[config.mk]
export PLATFORM = sky130hd
export DESIGN_NAME = acg_ctrl
export DESIGN_NICKNAME = d
export VERILOG_FILES = /design/src/pkg/acg_pkg.sv /design/src/rtl/acg_gpio.sv /design/src/rtl/acg_corr.sv /design/src/rtl/acg_ctrl.sv
export VERILOG_INCLUDE_DIRS = /design/src /design/src/pkg
export SDC_FILE = /design/constraint.sdc
export NUM_CORES = 2
export LEC_CHECK = 0
export BUFFER_PORTS_ARGS = -buffer_cell sky130_fd_sc_hd__buf_2
export CAP_MARGIN = 20
export CORE_ASPECT_RATIO = 0.7
export CORE_UTILIZATION = 25
export CTS_CLUSTER_DIAMETER = 30
export DETAILED_ROUTE_END_ITERATION = 16
export PLACE_DENSITY_LB_ADDON = 0.2
export SLEW_MARGIN = 10
export SYNTH_ARGS = -nofsm -noshare
export SYNTH_HDL_FRONTEND = slang
export SYNTH_SLANG_ARGS = --single-unit
[constraint.sdc]
create_clock -name clk_sys -period 28.1 [get_ports clk_sys]
set_input_delay 5.62 -clock clk_sys [delete_from_list [all_inputs] [get_ports clk_sys]]
set_output_delay 5.62 -clock clk_sys [all_outputs]
set_load 0.1 [all_outputs]
[src/pkg/acg_map.svh]
// Holds the timing, field and reset constants of the converter control block.
// Assumes it is included by bare name from the correction and control rtl files.
`ifndef ACG_MAP_SVH
`define ACG_MAP_SVH

// ==================================================================
// Timing
`define ACG_CLK_MHZ 200
`define ACG_SELF_CAL_MS 200
`define ACG_SYS_CAL_MS 100
// Milliseconds times one thousand give microseconds, and times MHz give cycles.
`define ACG_SELF_CAL_CYC (`ACG_SELF_CAL_MS * 1000 * `ACG_CLK_MHZ)
`define ACG_SYS_CAL_CYC (`ACG_SYS_CAL_MS * 1000 * `ACG_CLK_MHZ)

// ==================================================================
// Command byte fields
`define ACG_CMD_START 7
`define ACG_CMD_MODE 6
`define ACG_CMD_CAL_HI 5
`define ACG_CMD_CAL_LO 4
`define ACG_CMD_PWRDN 3
`define ACG_CMD_RATE_HI 2
`define ACG_CMD_RATE_LO 0

// ==================================================================
// Calibration select codes
`define ACG_CAL_NONE 2'h0
`define ACG_CAL_SELF 2'h1
`define ACG_CAL_SYS_ZERO 2'h2
`define ACG_CAL_SYS_FULL 2'h3

// ==================================================================
// Reset values and scaling
`define ACG_COEFF_RST 24'h000000
`define ACG_DIS_RST 1'h1
`define ACG_UNCAL_NUM 8'h99
`define ACG_UNCAL_SHIFT 8
`define ACG_GAIN_ONE 24'h800000
`define ACG_CONT_MULT 4
`define ACG_CONT_SETTLE 3'h3

`endif

[src/pkg/acg_pkg.sv]
// Types shared by the converter control block.
// Assumes nothing beyond the map header.
package acg_pkg;
  typedef enum logic [3:0] {
    ACG_IDLE = 4'h1,
    ACG_SELF = 4'h2,
    ACG_SYSZ = 4'h4,
    ACG_SYSF = 4'h8
  } acg_cal_state_t;
endpackage : acg_pkg

[src/rtl/acg_gpio.sv]
// Four general-purpose pins steered by direction and level bits.
// Assumes pin inputs arrive asynchronously and are synchronised here.
`timescale 1ns/100ps
module acg_gpio #(
  parameter int N = 4
) (
  // Clock and reset
  input wire logic clk_sys,
  input wire logic sys_rst,
  // Control
  input wire logic [N-1:0] pin_direction,
  input wire logic [N-1:0] pin_level,
  // Pins
  input wire logic [N-1:0] gpio_in,
  output logic [N-1:0] gpio_out,
  output logic [N-1:0] gpio_oe,
  output logic [N-1:0] gpio_rd
);
  logic [N-1:0] meta_ff;
  logic [N-1:0] sync_ff;

  // ================================================================
  // Per-pin drive and input capture
  genvar i;
  generate
    for (i = 0; i < N; i++) begin : g_pin
      always_ff @(posedge clk_sys) begin
        if (sys_rst) begin
          gpio_out[i] <= 1'b0;
          gpio_oe[i] <= 1'b0;
          meta_ff[i] <= 1'b0;
          sync_ff[i] <= 1'b0;
        end else begin
          gpio_oe[i] <= pin_direction[i];
          gpio_out[i] <= pin_direction[i] & pin_level[i];
          meta_ff[i] <= gpio_in[i];
          sync_ff[i] <= meta_ff[i];
        end
      end
      // An output pin reads back its own drive; an input reads the pad.
      assign gpio_rd[i] = gpio_oe[i] ? gpio_out[i] : sync_ff[i];
    end
  endgenerate

  pin_drive_a: assert property (@(posedge clk_sys) disable iff (sys_rst)
    ##1 (gpio_out == ($past(pin_direction) & $past(pin_level))))
    else $error("gpio drive does not follow level bits");
endmodule : acg_gpio

[src/rtl/acg_corr.sv]
// Digital correction of raw results by offset and gain coefficients.
// Assumes coefficients are two's complement offsets and gains with 1.0 at 0x800000.
`timescale 1ns/100ps
`include "acg_map.svh"
module acg_corr #(
  parameter int W = 24
) (
  // Clock and reset
  input wire logic clk_sys,
  input wire logic sys_rst,
  // Raw result
  input wire logic [W-1:0] raw_data,
  input wire logic raw_valid,
  // Coefficients and enables
  input wire logic [W-1:0] self_off,
  input wire logic [W-1:0] self_gain,
  input wire logic [W-1:0] sys_off,
  input wire logic [W-1:0] sys_gain,
  input wire logic [3:0] dis_bits,
  // Result
  output logic [W-1:0] out_data,
  output logic out_valid
);
  logic signed [W+1:0] x;
  logic signed [2*W+3:0] prod;
  logic signed [W+1:0] y;

  // Gain factors are clamped to 0.5 .. 1.5; offsets to a quarter of full scale.
  function automatic logic signed [W+1:0] clamp_gain(input logic [W-1:0] g);
    logic signed [W+1:0] v;
    v = signed'({2'b00, g});
    if (v < signed'({2'b00, 24'h400000})) v = signed'({2'b00, 24'h400000});
    if (v > signed'({2'b00, 24'hC00000})) v = signed'({2'b00, 24'hC00000});
    return v;
  endfunction : clamp_gain

  function automatic logic signed [W+1:0] clamp_off(input logic [W-1:0] o);
    logic signed [W+1:0] v;
    v = signed'({{2{o[W-1]}}, o}) >>> 1;
    if (v > signed'({4'h0, 22'h200000})) v = signed'({4'h0, 22'h200000});
    if (v < -signed'({4'h0, 22'h200000})) v = -signed'({4'h0, 22'h200000});
    return v;
  endfunction : clamp_off

  // ================================================================
  // Correction path
  always_comb begin
    x = signed'({{2{raw_data[W-1]}}, raw_data});
    if (dis_bits == 4'hF) begin
      // Uncalibrated output is held to about sixty percent of full range.
      prod = x * signed'({2'b00, `ACG_UNCAL_NUM});
      x = (W+2)'(prod >>> `ACG_UNCAL_SHIFT);
    end else begin
      prod = '0;
    end
    if (!dis_bits[0]) x = x - clamp_off(self_off);
    if (!dis_bits[1]) begin
      prod = x * clamp_gain(self_gain);
      x = (W+2)'(prod >>> (W-1));
    end
    if (!dis_bits[2]) x = x - clamp_off(sys_off);
    if (!dis_bits[3]) begin
      prod = x * clamp_gain(sys_gain);
      x = (W+2)'(prod >>> (W-1));
    end
    y = x;
  end

  always_ff @(posedge clk_sys) begin
    if (sys_rst) begin
      out_data <= '0;
      out_valid <= 1'b0;
    end else begin
      out_valid <= raw_valid;
      if (raw_valid) out_data <= y[W-1:0];
    end
  end
endmodule : acg_corr

[src/rtl/acg_ctrl.sv]
// Converter control: clock select, buffers, calibration sequencer, rate, GPIO.
// Assumes command bytes arrive as one-cycle strobes from the serial port logic.
// How it works
// - line_freq_select 0 picks fast oscillator, 1 picks slow oscillator.
// - Mode bit 0 means convert/calibrate/power-down; 1 means register access.
// - Reference and signal buffers each follow their own enable bit.
// - Either supply's power-on reset restores all defaults.
// - All four coefficient registers reset to zero.
// - Four coefficient disable bits reset to one.
// - Uncalibrated output is scaled to about sixty percent full scale.
// - Host coefficients give gain 0.5 to 1.5, offset up to quarter reference.
// - Select 01 runs 200 ms self-calibration, loads self offset and gain.
// - Select 10 runs 100 ms zero-scale calibration, loads system offset.
// - Select 11 runs 100 ms full-scale calibration, loads system gain.
// - Single-cycle bit picks mode; rate field sets output rate.
// - Single-cycle results settle with no latency, up to 120 or 100 sps.
// - Continuous rate is four times single-cycle rate.
// - Continuous mode gives three unsettled results after an input step.
// - Decimation is fourth-order sinc with corner at 24 percent of rate.
// - Four pins follow direction and level bits.
// - One level bit set with all outputs drives only that pin high.
`timescale 1ns/100ps
`include "acg_map.svh"
module acg_ctrl #(
  parameter int W = 24,
  parameter int NPIN = 4,
  parameter longint SELF_CAL_CYC = `ACG_SELF_CAL_CYC,
  parameter longint SYS_CAL_CYC = `ACG_SYS_CAL_CYC
) (
  // Clock and resets
  input wire logic clk_sys,
  input wire logic sys_rst,
  input wire logic por_dig,
  input wire logic por_ana,
  // Command byte strobe
  input wire logic [7:0] cmd_byte,
  input wire logic cmd_valid,
  // Configuration writes
  input wire logic cfg_we,
  input wire logic line_freq_select,
  input wire logic ext_clk_select,
  input wire logic ref_buffer_enable,
  input wire logic signal_buffer_enable,
  input wire logic single_cycle_select,
  input wire logic [3:0] dis_wdata,
  input wire logic [NPIN-1:0] pin_direction,
  input wire logic [NPIN-1:0] pin_level,
  // Coefficient writes
  input wire logic [1:0] coeff_sel,
  input wire logic [W-1:0] coeff_wdata,
  input wire logic coeff_we,
  // Modulator side
  input wire logic [W-1:0] raw_data,
  input wire logic raw_valid,
  input wire logic input_step,
  input wire logic [W-1:0] cal_result,
  input wire logic [W-1:0] cal_result_gain,
  // Status and control outputs
  output logic osc_fast_en,
  output logic osc_slow_en,
  output logic ref_buf_on,
  output logic sig_buf_on,
  output logic busy,
  output logic reg_access,
  output logic reg_write,
  output logic [3:0] reg_sel,
  output logic pwr_down,
  output logic conv_cont,
  output logic [2:0] rate_code,
  output logic [2:0] rate_mult,
  output logic conv_start,
  output logic settled,
  output logic [3:0] dis_bits,
  output logic [W-1:0] self_off_ff,
  output logic [W-1:0] self_gain_ff,
  output logic [W-1:0] sys_off_ff,
  output logic [W-1:0] sys_gain_ff,
  output logic [W-1:0] out_data,
  output logic out_valid,
  // Pins
  input wire logic [NPIN-1:0] gpio_in,
  output logic [NPIN-1:0] gpio_out,
  output logic [NPIN-1:0] gpio_oe,
  output logic [NPIN-1:0] gpio_rd
);
  acg_pkg::acg_cal_state_t st_ff;
  acg_pkg::acg_cal_state_t nxt_st;
  logic [39:0] cnt_ff;
  logic rst_any;
  logic line_freq_select_ff;
  logic extclk_ff;
  logic scyc_ff;
  logic [NPIN-1:0] dir_ff;
  logic [NPIN-1:0] lvl_ff;
  logic [2:0] unsettled_ff;
  logic [1:0] cal_sel;
  logic cmd_conv;

  // Supply resets act together with the system reset.
  assign rst_any = sys_rst | por_dig | por_ana;
  assign cal_sel = cmd_byte[`ACG_CMD_CAL_HI:`ACG_CMD_CAL_LO];
  assign cmd_conv = cmd_valid & cmd_byte[`ACG_CMD_START] & ~cmd_byte[`ACG_CMD_MODE];

  // ================================================================
  // Configuration bits
  always_ff @(posedge clk_sys) begin
    if (rst_any) begin
      line_freq_select_ff <= 1'b0;
      extclk_ff <= 1'b0;
      ref_buf_on <= 1'b0;
      sig_buf_on <= 1'b0;
      scyc_ff <= 1'b1;
      dir_ff <= '0;
      lvl_ff <= '0;
      dis_bits <= {4{`ACG_DIS_RST}};
    end else if (cfg_we) begin
      line_freq_select_ff <= line_freq_select;
      extclk_ff <= ext_clk_select;
      ref_buf_on <= ref_buffer_enable;
      sig_buf_on <= signal_buffer_enable;
      scyc_ff <= single_cycle_select;
      dir_ff <= pin_direction;
      lvl_ff <= pin_level;
      dis_bits <= dis_wdata;
    end
  end

  // With the external clock selected both internal oscillators stop.
  assign osc_fast_en = ~extclk_ff & ~line_freq_select_ff;
  assign osc_slow_en = ~extclk_ff & line_freq_select_ff;

  // ================================================================
  // Command decode
  always_ff @(posedge clk_sys) begin
    if (rst_any) begin
      reg_access <= 1'b0;
      reg_write <= 1'b0;
      reg_sel <= '0;
      pwr_down <= 1'b0;
      rate_code <= '0;
      conv_start <= 1'b0;
    end else begin
      reg_access <= cmd_valid & cmd_byte[`ACG_CMD_START] & cmd_byte[`ACG_CMD_MODE];
      conv_start <= 1'b0;
      if (reg_access == 1'b0 && cmd_valid && cmd_byte[`ACG_CMD_MODE]) begin
        reg_write <= ~cmd_byte[0];
        reg_sel <= cmd_byte[4:1];
      end
      // A command arriving mid-calibration is dropped, not queued.
      if (cmd_conv && !busy) begin
        rate_code <= cmd_byte[`ACG_CMD_RATE_HI:`ACG_CMD_RATE_LO];
        pwr_down <= cmd_byte[`ACG_CMD_PWRDN];
        conv_start <= (cal_sel == `ACG_CAL_NONE) & ~cmd_byte[`ACG_CMD_PWRDN];
      end
    end
  end

  // Continuous mode runs four output words per single-cycle period.
  assign conv_cont = ~scyc_ff;
  assign rate_mult = scyc_ff ? 3'h1 : 3'(`ACG_CONT_MULT);

  // ================================================================
  // Settling: single-cycle results are settled at once; continuous mode
  // counts three results after a step through the sinc4 pipeline.
  always_ff @(posedge clk_sys) begin
    if (rst_any) begin
      unsettled_ff <= '0;
    end else if (input_step && !scyc_ff) begin
      unsettled_ff <= `ACG_CONT_SETTLE;
    end else if (out_valid && unsettled_ff != 3'h0) begin
      unsettled_ff <= unsettled_ff - 3'h1;
    end
  end
  assign settled = scyc_ff | (unsettled_ff == 3'h0);

  // ================================================================
  // Calibration sequencer
  always_comb begin
    nxt_st = st_ff;
    case (st_ff)
      acg_pkg::ACG_IDLE: begin
        if (cmd_conv) begin
          case (cal_sel)
            `ACG_CAL_SELF: nxt_st = acg_pkg::ACG_SELF;
            `ACG_CAL_SYS_ZERO: nxt_st = acg_pkg::ACG_SYSZ;
            `ACG_CAL_SYS_FULL: nxt_st = acg_pkg::ACG_SYSF;
            default: nxt_st = acg_pkg::ACG_IDLE;
          endcase
        end
      end
      acg_pkg::ACG_SELF: if (cnt_ff == 40'(SELF_CAL_CYC - 1)) nxt_st = acg_pkg::ACG_IDLE;
      acg_pkg::ACG_SYSZ: if (cnt_ff == 40'(SYS_CAL_CYC - 1)) nxt_st = acg_pkg::ACG_IDLE;
      acg_pkg::ACG_SYSF: if (cnt_ff == 40'(SYS_CAL_CYC - 1)) nxt_st = acg_pkg::ACG_IDLE;
      default: nxt_st = acg_pkg::ACG_IDLE;
    endcase
  end

  always_ff @(posedge clk_sys) begin
    if (rst_any) begin
      st_ff <= acg_pkg::ACG_IDLE;
      cnt_ff <= '0;
    end else begin
      st_ff <= nxt_st;
      cnt_ff <= (st_ff == acg_pkg::ACG_IDLE || nxt_st == acg_pkg::ACG_IDLE) ? '0
                                                                              : cnt_ff + 40'h1;
    end
  end
  assign busy = (st_ff != acg_pkg::ACG_IDLE);

  // ================================================================
  // Coefficient registers; a finishing calibration wins over a host write.
  always_ff @(posedge clk_sys) begin
    if (rst_any) begin
      self_off_ff <= `ACG_COEFF_RST;
      self_gain_ff <= `ACG_COEFF_RST;
      sys_off_ff <= `ACG_COEFF_RST;
      sys_gain_ff <= `ACG_COEFF_RST;
    end else if (busy && nxt_st == acg_pkg::ACG_IDLE) begin
      case (st_ff)
        acg_pkg::ACG_SELF: begin
          self_off_ff <= cal_result;
          self_gain_ff <= cal_result_gain;
        end
        acg_pkg::ACG_SYSZ: sys_off_ff <= cal_result;
        acg_pkg::ACG_SYSF: sys_gain_ff <= cal_result_gain;
        default: self_off_ff <= self_off_ff;
      endcase
    end else if (coeff_we) begin
      case (coeff_sel)
        2'h0: self_off_ff <= coeff_wdata;
        2'h1: self_gain_ff <= coeff_wdata;
        2'h2: sys_off_ff <= coeff_wdata;
        default: sys_gain_ff <= coeff_wdata;
      endcase
    end
  end

  acg_corr #(.W(W)) u_corr (
    .clk_sys(clk_sys),
    .sys_rst(rst_any),
    .raw_data(raw_data),
    .raw_valid(raw_valid),
    .self_off(self_off_ff),
    .self_gain(self_gain_ff),
    .sys_off(sys_off_ff),
    .sys_gain(sys_gain_ff),
    .dis_bits(dis_bits),
    .out_data(out_data),
    .out_valid(out_valid)
  );

  acg_gpio #(.N(NPIN)) u_gpio (
    .clk_sys(clk_sys),
    .sys_rst(rst_any),
    .pin_direction(dir_ff),
    .pin_level(lvl_ff),
    .gpio_in(gpio_in),
    .gpio_out(gpio_out),
    .gpio_oe(gpio_oe),
    .gpio_rd(gpio_rd)
  );

  // ================================================================
  // Checks
  osc_select_a: assert property (@(posedge clk_sys) disable iff (rst_any)
    !(osc_fast_en && osc_slow_en) && (osc_slow_en == (line_freq_select_ff & ~extclk_ff)))
    else $error("oscillator select wrong");
  por_default_a: assert property (@(posedge clk_sys)
    $past(por_ana | por_dig) |-> (dis_bits == 4'hF) && !busy)
    else $error("defaults not restored after supply reset");
  self_start_a: assert property (@(posedge clk_sys) disable iff (rst_any)
    (!busy && cmd_conv && cal_sel == `ACG_CAL_SELF) |=> st_ff == acg_pkg::ACG_SELF)
    else $error("self calibration did not start");
  zero_start_a: assert property (@(posedge clk_sys) disable iff (rst_any)
    (!busy && cmd_conv && cal_sel == `ACG_CAL_SYS_ZERO) |=> busy ##1 busy)
    else $error("zero scale calibration did not start");
  full_start_a: assert property (@(posedge clk_sys) disable iff (rst_any)
    (!busy && cmd_conv && cal_sel == `ACG_CAL_SYS_FULL) |=> st_ff == acg_pkg::ACG_SYSF)
    else $error("full scale calibration did not start");
  busy_block_a: assert property (@(posedge clk_sys) disable iff (rst_any)
    busy |=> !conv_start)
    else $error("conversion started during calibration");
  rate_mult_a: assert property (@(posedge clk_sys) disable iff (rst_any)
    conv_cont |-> rate_mult == 3'h4)
    else $error("continuous rate multiplier wrong");
  settle_cnt_a: assert property (@(posedge clk_sys) disable iff (rst_any)
    (input_step && conv_cont) |=> !settled)
    else $error("step not marked unsettled");
  buf_follow_a: assert property (@(posedge clk_sys) disable iff (rst_any)
    cfg_we |=> (ref_buf_on == $past(ref_buffer_enable)))
    else $error("reference buffer does not follow write");
  cal_seen_c: cover property (@(posedge clk_sys) disable iff (rst_any)
    busy ##1 !busy);
  conv_seen_c: cover property (@(posedge clk_sys) disable iff (rst_any) conv_start);
  reg_seen_c: cover property (@(posedge clk_sys) disable iff (rst_any) reg_access);
endmodule : acg_ctrl

==> results.rst <==
.. list-table::
   :header-rows: 1

   * - Metric
     - Value
   * - Top cells by area, synth
     - sky130_fd_sc_hd__fa_1 (43%), sky130_fd_sc_hd__inv_1 (9.7%), sky130_fd_sc_hd__ha_1 (9.0%)
   * - Power density normalized to cell area
     - between 70 and 80 nW/um^2
   * - Post-detailed-route count of antenna-violating nets
     - 0
   * - Part of the total power dissipated in the clock network
     - approximately 15%
   * - Hold-fix buffers, CTS
     - 0
   * - Data required time of the worst path
     - around 29000 ps
   * - Register share of total power
     - under 10%
   * - # setup viols final
     - 0
   * - Starting DRT DRC Count
     - around 3900
   * - Clock tree from TritonCTS
     - yes
   * - Post-synthesis cell type with the largest combined area
     - sky130_fd_sc_hd__fa_1
   * - Max Clk Rate
     - 0.0368 GHz
   * - Worst-path fanout max
     - 5
   * - Final weighted congestion of routability-driven global placement
     - 0.944
   * - Final critical path time including I/O delays and setup
     - 27140 ps
   * - Initial cell density of the core
     - between 20% and 30%
   * - Site Rows
     - ~150
   * - Number of enable-type register cells in the synthesized netlist
     - 0
   * - Setup slack on the worst flop-to-flop path
     - 6680 ps
   * - Master cell of the clock root buffer
     - sky130_fd_sc_hd__clkbuf_16
   * - Core outline area
     - about 230000 um^2
   * - Max Transition Viols Final
     - 0
   * - Worst vdd rail ir drop
     - ~0.09 mV
   * - Area of the die
     - 238000 um^2
   * - Overall global routing resource usage
     - approximately 22%
   * - Placed cell count
     - 10400
   * - Multiplexer share of the synthesized area
     - under 10%
   * - Yosys warning count
     - 0
   * - Worst-case headroom to the max-slew limit
     - 18.8%
   * - Vias in the first global route
     - between 50000 and 60000
   * - Proportion of total power due to net switching
     - a little under three fifths
   * - Mean number of vias per cell
     - 4.64
   * - Routed wire length
     - 254000 um
   * - Stage delay of the slowest cell on the critical path
     - a little under 700 ps
   * - Number of standard cells after synthesis
     - around 6900
   * - Number of nets in the synthesized netlist
     - 8754
   * - Number of top-level design ports
     - around 290
   * - Worst-path clk slew
     - 40 ps
   * - Sinks on the clock net
     - between 200 and 250
   * - Netlist cell types
     - 91
   * - Internal power
     - between 2000 and 2500 uW
   * - CP Class
     - in2reg
   * - Insertion delay of the later-clocked pin in the worst-skew pair
     - around 700 ps
   * - Vias after detailed routing
     - about 49000
   * - Outcome
     - completed
   * - Global-route wire length before repair
     - 370000 um
   * - Length of the first detailed-routing pass in iterations
     - 5
   * - RSZ-0062 raised after global routing
     - false
   * - Worst min-delay path class
     - reg2reg
   * - Fin crit share
     - 96.6%
   * - Average detailed-routed wire length per instance
     - 24.0 um
   * - Flops & latches, synth
     - between 200 and 250
   * - Count of placed standard cells in the final layout, fillers left out
     - between 10000 and 15000
   * - Post-Synth Adder-Cell Area
     - between 50 and 60%
   * - Net switching power figure
     - about 3100 uW
   * - Pin count of the biggest net entering global routing
     - 71
   * - Worst-Margin Slew
     - 1220 ps
   * - Startpoint class of the critical path
     - input port
   * - Syn-to-layout area delta
     - 17.7%
   * - Hpwl dp
     - approximately 220000 um
   * - Fraction of layout instances using a drive strength above 1
     - about an eighth
   * - Post-Synthesis Mean Instance Area
     - between 8 and 9 um^2
   * - Overflow left after global routing
     - 0
   * - Final setup skew
     - 45.7 ps
   * - Crit end category
     - register
   * - Summed negative setup slack over all endpoints
     - 0 ps
   * - IO buf count
     - 292
   * - Share of async-settable or async-resettable flops after synthesis
     - 0%
   * - Maxcap violations
     - 0
   * - CTS H-tree depth
     - 3
   * - Die height
     - 408 um
   * - Crit-path most repeated cell
     - sky130_fd_sc_hd__fa_1
   * - Combinational share of power
     - 79.0%
   * - Xor and xnor fraction of the mapped netlist area
     - between 3 and 4%
   * - Final Net Count
     - between 9000 and 10000
   * - Initial antenna violation count
     - 22
   * - Area fraction in compound gates after synthesis
     - 7.97%
   * - CTS max path bufs
     - 3
   * - Arrival time of the worst setup path
     - about 28000 ps
   * - Share of Yosys cell area claimed by the top area cell type
     - between 40% and 50%
   * - Number of endpoints with negative hold slack in the final report
     - 0
   * - Most used DFF post-synth
     - sky130_fd_sc_hd__dfxtp_1
   * - Leakage Power
     - between 0.03 and 0.04 uW
   * - Netlist area before placement
     - just under 60000 um^2
   * - Fraction of the yosys area taken by sequential cells
     - under 10%
   * - Horizontal die dimension
     - 582 um
   * - Dominant combinational cell family by area after synthesis
     - adder cells
   * - Number of buffers created by CTS
     - 68
   * - Slowest cell on the critical path
     - sky130_fd_sc_hd__nor4_4
   * - Simple-gate share of the synthesized area
     - ~16%
   * - Remaining DRCs
     - 0
-- metal layers --
| layer | global-route usage [%] | wire, um | part of all wire (%) | vias up |
|---|---|---|---|---|
| li1 | - | - | - | 22000 |
| met1 | 32.6 | 125000 | 49 | 25100 |
| met2 | 30.0 | 99000 | 39 | 1686 |
| met3 | 4.73 | 20300 | 8.0 | 248 |
| met4 | 6.72 | 9550 | 3.8 | 12 |
| met5 | 0 | 73 | 0.029 | - |
-- cell type report --
type                            instances  area (um^2)
Sequential cell                       212         4250
Antenna cell                            5         12.5
Inverter                             1524         5720
Fill cell                           25100       164000
Clock inverter                         31          517
Timing Repair Buffer                  757         5130
Multi-Input combinational cell       4881        47900
Tap cell                             3075         3850
Clock buffer                           91         1900
-- Yosys cell counts, drive strengths merged (46+ instances only) --
cell / number
ha: 425
nor2: 891
o21ai: 125
a21o: 67
a211oi: 116
xor2: 88
nand2b: 81
nand2: 763
clkbuf: 249
buf: 50
nor3: 46
dfxtp: 212
a21oi: 236
mux2i: 62
inv: 1522
fa: 1277
nor2b: 48
and2: 123
nand3: 51
xnor2: 126
-- timing repair --
action,CTS,global route
setup buffers,0,0
endpoints found under the setup margin,0,19
resized for setup,0,14
-- flip-flops by register name (all words and copies together), names as in the netlist, 3 cells and up --
name,flops
cnt_ff,40
dir_ff,4
dis_bits,4
lvl_ff,4
rate_code,3
reg_sel,4
self_gain_ff,24
self_off_ff,24
st_ff,4
sys_gain_ff,24
sys_off_ff,24
u_corr.out_data,24
u_gpio.gpio_oe,4
u_gpio.gpio_out,4
u_gpio.meta_ff,4
u_gpio.sync_ff,4
unsettled_ff,3
-- power groups by stage --
stage	sequential, uW	clock, uW	combinational (uW)
floorplan	346	0	2070
global placement	319	0	4130
detailed placement	319	0	4140
CTS	314	836	4160
global route	314	850	4520
finish	314	813	4250
-- critical path, delay by kind of cell --
kind            cells  cell delay, ps
buf+inv            18            1990
fa+ha+maj          24            9830
simple gates       11            2140
compound gates     28            6770
xor+xnor            6            1310
-- cell usage in the layout (no fill, tap or decap), drive strengths merged, types with 67 or more instances in the layout --
cell type / netlist / routed
a211oi: 116 / 116
a21o: 67 / 67
a21oi: 236 / 236
and2: 123 / 123
buf: 50 / 757
clkbuf: 249 / 91
dfxtp: 212 / 212
fa: 1277 / 1277
ha: 425 / 425
inv: 1522 / 1526
nand2: 763 / 763
nand2b: 81 / 81
nor2: 891 / 891
o21ai: 125 / 125
xnor2: 126 / 126
xor2: 88 / 88
-- through the flow --
stage | power, uW | utilization, % | setup slack (ps) | instance area (um^2) | hold WS (ps)
3_5_place_dp | 4460 | 28.6 | 145 | 66800 | 418
3_3_place_gp | 4450 | 28.6 | -57.8 | 66700 | 408
2_1_floorplan | 2410 | - | 2570 | 58900 | 406
5_1_grt | 5680 | 29.7 | 68.5 | 69300 | 447
6_report | 5370 | 29.7 | 956 | 69300 | 421
4_1_cts | 5310 | 29.7 | 771 | 69200 | 423
-- logic make-up after synthesis --
group	Yosys count
simple gates	2141
buf+inv	1823
fa+ha+maj	1702
compound gates	722
xor+xnor	215
flops	212
mux	100
other cells	1
-- worst paths after layout --
path              cells past startpoint              start             endpoint
setup reg to reg                     79        dis_bits[1]  u_corr.out_data[23]
setup / recovery                     87        raw_data[4]  u_corr.out_data[23]
hold reg to reg                       1  u_gpio.meta_ff[1]    u_gpio.sync_ff[1]
hold / removal                        1  u_gpio.meta_ff[1]    u_gpio.sync_ff[1]
Note: power is estimated with default switching activity, not from simulation.
